--- config.mk ---
export PLATFORM = sky130hd
export DESIGN_NAME = slm_top
export DESIGN_NICKNAME = d
export VERILOG_FILES = /design/src/hdl/slm_pkg.sv /design/src/hdl/slm_top.sv /design/src/hdl/slm_chan_timer.sv
export VERILOG_INCLUDE_DIRS = /design/src /design/src/hdl
export SDC_FILE = /design/constraint.sdc
export NUM_CORES = 1
export LEC_CHECK = 0
export ABC_CLOCK_PERIOD_IN_PS = 12500
export BUFFER_PORTS_ARGS = -buffer_cell sky130_fd_sc_hd__buf_4
export CAP_MARGIN = 10
export CORE_UTILIZATION = 60
export DETAILED_ROUTE_END_ITERATION = 10
export PLACE_DENSITY = 0.91
export SLEW_MARGIN = 30
export SYNTH_ARGS = -nofsm -noshare
export SYNTH_HDL_FRONTEND = slang
export SYNTH_SLANG_ARGS = --single-unit
export TNS_END_PERCENT = 100
--- constraint.sdc ---
create_clock -name clk_sys -period 12.5 [get_ports clk_sys]
set_input_delay 1.25 -clock clk_sys [delete_from_list [all_inputs] [get_ports clk_sys]]
set_output_delay 1.25 -clock clk_sys [all_outputs]
set_load 0.01 [all_outputs]
--- src/hdl/slm_consts.svh ---
/*
 * Constants of the shaft load monitor: channel indices, load scale, widths and
 * timing figures. Assumes the clock runs at 100 MHz.
 */
`ifndef SLM_CONSTS_SVH
`define SLM_CONSTS_SVH

// ----------------------------------------------------------------------
// Channels
// ----------------------------------------------------------------------
`define SLM_CH_N          4
`define SLM_CH_OVL_ALARM  0
`define SLM_CH_OVL_PRE    1
`define SLM_CH_UNL_PRE    2
`define SLM_CH_UNL_ALARM  3

// ----------------------------------------------------------------------
// Load scale and widths
// ----------------------------------------------------------------------
`define SLM_PW            16
`define SLM_NOMINAL_PCT   16'h0064
`define SLM_DW            16

// ----------------------------------------------------------------------
// Timing: the millisecond tick
// ----------------------------------------------------------------------
`define SLM_CLK_NS        10
`define SLM_TICK_NS       1000000
`define SLM_TICK_CYC      (`SLM_TICK_NS / `SLM_CLK_NS)

`endif

--- src/hdl/slm_pkg.sv ---
/*
 * Types shared by the shaft load monitor files.
 * Assumes slm_consts.svh supplies every number.
 */
package slm_pkg;

    // Channel action, as chosen per channel
    typedef enum logic [1:0] {
        slm_act_none,
        slm_act_warn,
        slm_act_soft,
        slm_act_hard
    } slm_action_e;

    // Trip and restart sequence
    typedef enum logic [1:0] {
        slm_st_ok,
        slm_st_tripped,
        slm_st_wait_start
    } slm_trip_e;

endpackage

--- src/hdl/slm_top.sv ---
/*
 * Shaft load monitor: four threshold channels on the shaft power, with
 * manual levels or autoset margins, per-channel delay and action, and
 * trip latching with reset and restart sequencing.
 * Assumes all inputs synchronous to clk_sys; shaft power and levels are
 * whole percent of nominal motor power.
 */
`timescale 1ns/1ps
`include "slm_consts.svh"

module slm_top #(
    parameter int PW       = `SLM_PW,
    parameter int DW       = `SLM_DW,
    parameter int TICK_CYC = `SLM_TICK_CYC
) (
    // Clock and reset
    input  wire logic                clk_sys,
    input  wire logic                sys_rst,
    input  wire logic                clk_en,
    // Run state from the sequencer
    input  wire logic                motor_running,
    input  wire logic                in_stop_ramp,
    input  wire logic                in_jog,
    input  wire logic                in_brake,
    input  wire logic                start_cmd,
    input  wire logic                trip_reset,
    // Load from the estimator, percent of nominal
    input  wire logic [PW-1:0]       shaft_power,
    // Settings
    input  wire logic [DW-1:0]       start_delay_ms,
    input  wire logic [3:0]          level_wr,
    input  wire logic [PW-1:0]       level_data,
    input  wire logic [4*PW-1:0]     margin,
    input  wire logic [4*DW-1:0]     delay_ms,
    input  wire logic [7:0]          action,
    // Autoset commands
    input  wire logic                autoset_cmd,
    input  wire logic                autoset_din,
    // Indications and relay sources
    output logic [3:0]               relay_src,
    output logic                     overload_early_warning_msg,
    output logic                     underload_early_warning_msg,
    output logic                     warning_any,
    output logic                     supervision_active,
    output logic [PW-1:0]            normal_load,
    output logic                     normal_load_valid,
    // Trip outputs to the trip handler
    output logic                     hard_trip_stop,
    output logic                     soft_trip_stop,
    output logic                     run_permit
);

    // ------------------------------------------------------------------
    // Decoding helpers
    // ------------------------------------------------------------------
    // Overload channels are the two lowest indices
    function automatic logic is_ovl(input int ch);
        return (ch == `SLM_CH_OVL_ALARM) || (ch == `SLM_CH_OVL_PRE);
    endfunction

    function automatic slm_pkg::slm_action_e act_of(input int ch,
                                                    input logic [7:0] a);
        return slm_pkg::slm_action_e'(a[2*ch +: 2]);
    endfunction

    // ------------------------------------------------------------------
    // Millisecond tick
    // ------------------------------------------------------------------
    logic [31:0] tick_cnt;
    logic        ms_tick;

    always_ff @(posedge clk_sys)
    begin
        if (sys_rst)
            tick_cnt <= '0;
        else if (clk_en)
            tick_cnt <= (tick_cnt >= 32'(TICK_CYC - 1)) ? '0
                                                        : tick_cnt + 1'b1;
    end
    assign ms_tick = (tick_cnt >= 32'(TICK_CYC - 1));

    // ------------------------------------------------------------------
    // Supervision enable
    // ------------------------------------------------------------------
    logic [DW-1:0] start_elapsed;
    logic          start_done;
    logic          sup_en;

    // Start delay counts from the start of a run; idle restarts it
    always_ff @(posedge clk_sys)
    begin
        if (sys_rst)
            start_elapsed <= '0;
        else if (clk_en)
        begin
            if (!motor_running)
                start_elapsed <= '0;
            else if (ms_tick && start_elapsed != '1)
                start_elapsed <= start_elapsed + 1'b1;
        end
    end
    // One tick beyond the delay, as the first tick may come at once
    assign start_done = (start_delay_ms == '0)
                        || (start_elapsed > start_delay_ms);
    // Stop ramp, jog and brake mask every channel; the start delay keeps counting
    assign sup_en = motor_running && start_done && !in_stop_ramp
                    && !in_jog && !in_brake;

    always_ff @(posedge clk_sys)
    begin
        if (sys_rst)
            supervision_active <= 1'b0;
        else if (clk_en)
            supervision_active <= sup_en;
    end

    // ------------------------------------------------------------------
    // Reference load and levels
    // ------------------------------------------------------------------
    logic          din_prev;
    logic          autoset_go;
    logic [PW-1:0] man_level [4];
    logic [PW-1:0] thr       [4];

    always_ff @(posedge clk_sys)
    begin
        if (sys_rst)
            din_prev <= 1'b0;
        else if (clk_en)
            din_prev <= autoset_din;
    end
    // Edge only, a held input must not re-capture; level write wins
    assign autoset_go = (autoset_cmd || (autoset_din && !din_prev))
                        && motor_running && !(|level_wr);

    // Capture reference; any direct level write turns it off
    always_ff @(posedge clk_sys)
    begin
        if (sys_rst)
        begin
            normal_load       <= '0;
            normal_load_valid <= 1'b0;
        end
        else if (clk_en)
        begin
            if (|level_wr)
                normal_load_valid <= 1'b0;
            else if (autoset_go)
            begin
                normal_load       <= shaft_power;
                normal_load_valid <= 1'b1;
            end
        end
    end

    // ------------------------------------------------------------------
    // Per-channel thresholds, conditions and timers
    // ------------------------------------------------------------------
    logic [3:0] ch_cond;
    logic [3:0] fired;

    generate
        for (genvar c = 0; c < `SLM_CH_N; c++)
        begin : g_ch
            logic [PW:0] sum;
            logic [PW:0] dif;

            // Reset levels never trigger: overload at top, underload zero
            always_ff @(posedge clk_sys)
            begin
                if (sys_rst)
                    man_level[c] <= is_ovl(c) ? '1 : '0;
                else if (clk_en && level_wr[c])
                    man_level[c] <= level_data;
            end

            assign sum = {1'b0, normal_load} + {1'b0, margin[c*PW +: PW]};
            assign dif = {1'b0, normal_load} - {1'b0, margin[c*PW +: PW]};

            // Margins saturate so a big margin cannot wrap around
            always_comb
            begin
                if (!normal_load_valid)
                    thr[c] = man_level[c];
                else if (is_ovl(c))
                    thr[c] = sum[PW] ? '1 : sum[PW-1:0];
                else
                    thr[c] = dif[PW] ? '0 : dif[PW-1:0];
            end

            // Percent units on both sides, so compare directly
            assign ch_cond[c] = is_ovl(c) ? (shaft_power > thr[c])
                                          : (shaft_power < thr[c]);

            slm_chan_timer #(
                .DW       (DW)
            ) u_timer (
                .clk_sys  (clk_sys),
                .sys_rst  (sys_rst),
                .clk_en   (clk_en),
                .ms_tick  (ms_tick),
                .delay_ms (delay_ms[c*DW +: DW]),
                .cond     (ch_cond[c]),
                .enable   (sup_en),
                .fired    (fired[c])
            );

            // Relay source: active unless the channel is set to ignore
            always_ff @(posedge clk_sys)
            begin
                if (sys_rst)
                    relay_src[c] <= 1'b0;
                else if (clk_en)
                    relay_src[c] <= fired[c]
                        && act_of(c, action) != slm_pkg::slm_act_none;
            end
        end
    endgenerate

    // ------------------------------------------------------------------
    // Action decode
    // ------------------------------------------------------------------
    logic [3:0] warn_hit;
    logic       soft_hit;
    logic       hard_hit;

    always_comb
    begin
        warn_hit = '0;
        soft_hit = 1'b0;
        hard_hit = 1'b0;
        for (int c = 0; c < `SLM_CH_N; c++)
        begin
            warn_hit[c] = fired[c]
                          && act_of(c, action) == slm_pkg::slm_act_warn;
            soft_hit |= fired[c]
                        && act_of(c, action) == slm_pkg::slm_act_soft;
            hard_hit |= fired[c]
                        && act_of(c, action) == slm_pkg::slm_act_hard;
        end
    end

    // Warnings follow the condition, no latch, so they clear alone
    always_ff @(posedge clk_sys)
    begin
        if (sys_rst)
        begin
            overload_early_warning_msg  <= 1'b0;
            underload_early_warning_msg <= 1'b0;
            warning_any                 <= 1'b0;
        end
        else if (clk_en)
        begin
            overload_early_warning_msg  <= warn_hit[`SLM_CH_OVL_PRE];
            underload_early_warning_msg <= warn_hit[`SLM_CH_UNL_PRE];
            warning_any                 <= |warn_hit;
        end
    end

    // ------------------------------------------------------------------
    // Trip latch and restart sequence
    // ------------------------------------------------------------------
    slm_pkg::slm_trip_e trip_st;

    // Hard wins over soft when both fire together
    always_ff @(posedge clk_sys)
    begin
        if (sys_rst)
        begin
            trip_st        <= slm_pkg::slm_st_ok;
            hard_trip_stop <= 1'b0;
            soft_trip_stop <= 1'b0;
            run_permit     <= 1'b1;
        end
        else if (clk_en)
        begin
            case (trip_st)
            slm_pkg::slm_st_ok:
                if (hard_hit || soft_hit)
                begin
                    trip_st        <= slm_pkg::slm_st_tripped;
                    hard_trip_stop <= hard_hit;
                    soft_trip_stop <= !hard_hit;
                    run_permit     <= 1'b0;
                end
            slm_pkg::slm_st_tripped:
                if (trip_reset)
                begin
                    trip_st        <= slm_pkg::slm_st_wait_start;
                    hard_trip_stop <= 1'b0;
                    soft_trip_stop <= 1'b0;
                end
            slm_pkg::slm_st_wait_start:
                if (start_cmd)
                begin
                    trip_st    <= slm_pkg::slm_st_ok;
                    run_permit <= 1'b1;
                end
            default:
                trip_st <= slm_pkg::slm_st_ok;
            endcase
        end
    end
endmodule

--- src/hdl/slm_chan_timer.sv ---
/*
 * One persistence timer for one supervision channel.
 * Assumes a one-cycle millisecond tick from the parent, same clock.
 */
`timescale 1ns/1ps
`include "slm_consts.svh"

module slm_chan_timer #(
    parameter int DW = `SLM_DW
) (
    // Clock and reset
    input  wire logic          clk_sys,
    input  wire logic          sys_rst,
    input  wire logic          clk_en,
    // Timing
    input  wire logic          ms_tick,
    input  wire logic [DW-1:0] delay_ms,
    // Condition
    input  wire logic          cond,
    input  wire logic          enable,
    // Result
    output logic               fired
);

    // ------------------------------------------------------------------
    // Persistence counter
    // ------------------------------------------------------------------
    logic [DW-1:0] elapsed;

    // Restarts whenever the condition drops or supervision stops
    always_ff @(posedge clk_sys)
    begin
        if (sys_rst)
            elapsed <= '0;
        else if (clk_en)
        begin
            if (!cond || !enable)
                elapsed <= '0;
            else if (ms_tick && elapsed != '1)
                elapsed <= elapsed + 1'b1;
        end
    end

    // Fires only after the full delay; zero delay fires at once.
    // The tick phase is free, so d ms need d+1 ticks to be sure; a
    // delay of all ones therefore never fires.
    always_ff @(posedge clk_sys)
    begin
        if (sys_rst)
            fired <= 1'b0;
        else if (clk_en)
            fired <= cond && enable
                     && (delay_ms == '0 || elapsed > delay_ms);
    end

endmodule

==> results.tsv <==
metric	value	unit
status	completed	
asyncSetResetFlopFracSynth	0	%
crit_fanout	15	
yosys_warnings	0	
power.density_cell_area	87.9	nW/um^2
metal3_wl	3.73	mm
yosysMostFrequentCell	sky130_fd_sc_hd__ha_1	
finish.net_count	2556	
post_synth.cell_area_avg	8.44	sq um
detailedPlacementHpwl	36.4	mm
sum_of_met2_wire_segment_lengths_after_detailed_routing	22.5	mm
synth-edff-count	64	
yosys-top-cells-area	sky130_fd_sc_hd__dfxtp_1 18%, sky130_fd_sc_hd__ha_1 16%, sky130_fd_sc_hd__edfxtp_1 12%, sky130_fd_sc_hd__a21oi_1 4.3%, sky130_fd_sc_hd__nor2_1 3.5%	
worstMarginPinSlew	844	ps
clock_tree.htree_level_count	1	
dieWidth	167	um
grt.total_usage	33.5	%
fmax	171	MHz
postSynthRegisterBits	211	
clock_latency	540	ps
synthDistinctLibCells	83	
drt-wirelength-per-cell	19.0	um
cts_root_buf	sky130_fd_sc_hd__clkbuf_16	
required	12950	ps
synthCells	1944	
rsz_0062_raised_after_global_routing	no	
cts.repair_timing.setup_buffer_count	0	
worst_hold_path_type	reg2reg	
num_rows	60	
met1_length	19.4	mm
avgViaCountPerCell	6.30	
static-leakage-power	8.62	nW
dieHeight	167	um
yosysSeqAreaShare	29.6	%
max_buffers_root_to_sink	3	
synth.cells.most_frequent	212 x sky130_fd_sc_hd__ha_1, 155 x sky130_fd_sc_hd__nor2_1, 147 x sky130_fd_sc_hd__dfxtp_1, 140 x sky130_fd_sc_hd__a21oi_1, 140 x sky130_fd_sc_hd__inv_1	
dr.first_iter.drc_count	1447	
grt_start_max_net_pins	89	
final_period_minus_worst_setup_slack	5840	ps
critical_path.startpoint_type	input port	
crit_type	in2reg	
ys.flop_type	sky130_fd_sc_hd__dfxtp_1	
cts_hold_buffers	0	
ratio_of_final_minimum_period_to_clock_period	46.7	%
fraction_of_layout_instances_using_a_drive_strength_above_1	15.7	%
register_area	4870	sq um
grt-ovfl-total	0	
max_slew_margin	43.3	%
effective_utilization_at_floorplan	61.1	%
final_antenna_net_count	0	
highest-signal-layer	met4	
combined_area_of_all_synthesized_cells	16400	sq um
antenna_cells_inserted	0	
max-vdd-ir-drop	0.0763	mV
grt_first_pass_wirelength	76.4	mm
vias_in_the_first_global_route	15200	
drv.max_cap_violation_count	0	
setup-tns-final	0	ps
io-pin-count	227	
finalSetupViolCount	0	
critical_path_arrival	6290	ps
gp_congestion	0.997	
power	1.68	mW
multi_input_comb_area	10700	sq um
end_kind	register	
drt_pre_antenna_iters	7	
clk_transition_reported_paths	70	ps
finalHoldViolCount	0	
tritoncts_num_sinks	211	
numCtsBuffers	23	
design.core.area	26900	sq um
cts_tree	yes	
synthDominantAreaCellType	sky130_fd_sc_hd__dfxtp_1	
timing_max_transition_violations_final	0	
finalClockSkew	23.3	ps
cts_resized	0	
yosys.area.top_type_share	17.9	%
finalWirelength	47.6	mm
n_fill_cell	2045	
antenna_found_initial	0	
synth.net_count	2359	
detail_route.drc_violations	0	
via_count	15800	
numPortBuffers	226	
layout-area-overhead-vs-synth	16.2	%
fp.dieArea	28000	sq um
[cells in the final DEF, fill, tap and decap left out, drive strengths merged, types with 26 or more instances in the layout]
| master | instances |
|---|---|
| a21o | 58 |
| a21oi | 142 |
| a31oi | 38 |
| and3 | 59 |
| buf | 236 |
| clkbuf | 26 |
| dfxtp | 147 |
| edfxtp | 64 |
| ha | 212 |
| inv | 144 |
| mux2i | 47 |
| nand2 | 115 |
| nand3 | 99 |
| nand4 | 45 |
| nor2 | 155 |
| nor2b | 48 |
| nor3 | 36 |
| nor4 | 38 |
| o21ai | 59 |
| o22ai | 32 |
| or2 | 41 |
| xnor2 | 58 |
| xor2 | 29 |
[cell type report]
type / count / share of cell area (%)
Multi-Input combinational cell: 1527 / 56.4
Sequential cell: 211 / 25.5
Timing Repair Buffer: 236 / 9.31
Clock buffer: 26 / 3.08
Inverter: 142 / 2.80
Tap cell: 341 / 2.24
Clock inverter: 16 / 0.689
[critical path: stages]
cell and delay, ps:
sky130_fd_sc_hd__buf_4 80, sky130_fd_sc_hd__ha_1 150, sky130_fd_sc_hd__inv_1 60, sky130_fd_sc_hd__fa_1 420, sky130_fd_sc_hd__a211oi_1 310, sky130_fd_sc_hd__o21ai_1 240
sky130_fd_sc_hd__a211oi_1 380, sky130_fd_sc_hd__o21ai_1 170, sky130_fd_sc_hd__and2_1 390, sky130_fd_sc_hd__a31oi_1 260, sky130_fd_sc_hd__ha_1 260, sky130_fd_sc_hd__a211o_1 260
sky130_fd_sc_hd__a21oi_1 100, sky130_fd_sc_hd__o21ai_0 220, sky130_fd_sc_hd__nor4_1 300, sky130_fd_sc_hd__a32oi_1 340, sky130_fd_sc_hd__or4_4 640, sky130_fd_sc_hd__or3_1 320
sky130_fd_sc_hd__mux2i_1 120
[cell families after synthesis]
| group | share of synthesized area [%] |
|---|---|
| muxes | 2.87 |
| DFF | 29.6 |
| adders and majority gates | 16.7 |
| AOI/OAI and AO/OA | 18.2 |
| and+or+nand+nor | 22.9 |
| xor gates and xnor gates | 4.64 |
| buffers and inverters | 5.02 |
[report_power, final]
| group | leakage [nW] | internal [mW] | switching, mW |
|---|---|---|---|
| Combinational | 6.46 | 0.125 | 0.156 |
| Sequential | 1.82 | 0.725 | 0.00825 |
| Clock | 0.346 | 0.364 | 0.299 |
| Total | 8.62 | 1.21 | 0.463 |
[state kept, by name, indices dropped and copies added, names as in the netlist, 2 cells and up]
name                  flops
tick_cnt                 32
g_ch.u_timer.fired        4
man_level                64
start_elapsed            16
relay_src                 4
normal_load              16
trip_st                   2
g_ch.u_timer.elapsed     64
[worst paths after layout]
check,slack (ps),start,cells past startpoint,endpoint
worst max-delay path,6660,margin[32],19,g_ch[2].u_timer.elapsed[11]$_SDFFE_PP0P_
worst min-delay path,460,relay_src[1]$_SDFFE_PP0P_,2,relay_src[1]$_SDFFE_PP0P_
worst max register to register,6970,normal_load[0]$_SDFFE_PP0P_,19,g_ch[2].u_timer.elapsed[11]$_SDFFE_PP0P_
worst min register to register,460,relay_src[1]$_SDFFE_PP0P_,2,relay_src[1]$_SDFFE_PP0P_
[per-stage QoR]
step / setup slack [ps] / hold WS, ps / instances / instance area [sq um] / util (%)
final: 6660 / 464 / 2499 / 19100 / 70.9
after global routing: 6270 / 494 / 2499 / 19100 / 70.9
after floorplan: 7010 / 437 / 1944 / 16400 / -
after CTS: 6330 / 466 / 2498 / 19000 / 70.9
after global placement: 6180 / 452 / 2456 / 18300 / 68.2
after detailed placement: 5880 / 456 / 2456 / 18300 / 68.2
[metal layers]
| metal | vias up | track usage, % |
|---|---|---|
| li1 | 7516 | - |
| met5 | - | 0 |
| met1 | 7392 | 42.8 |
| met4 | 0 | 13.8 |
| met3 | 128 | 4.16 |
| met2 | 719 | 57.4 |
(Power assumes the default switching activity.)
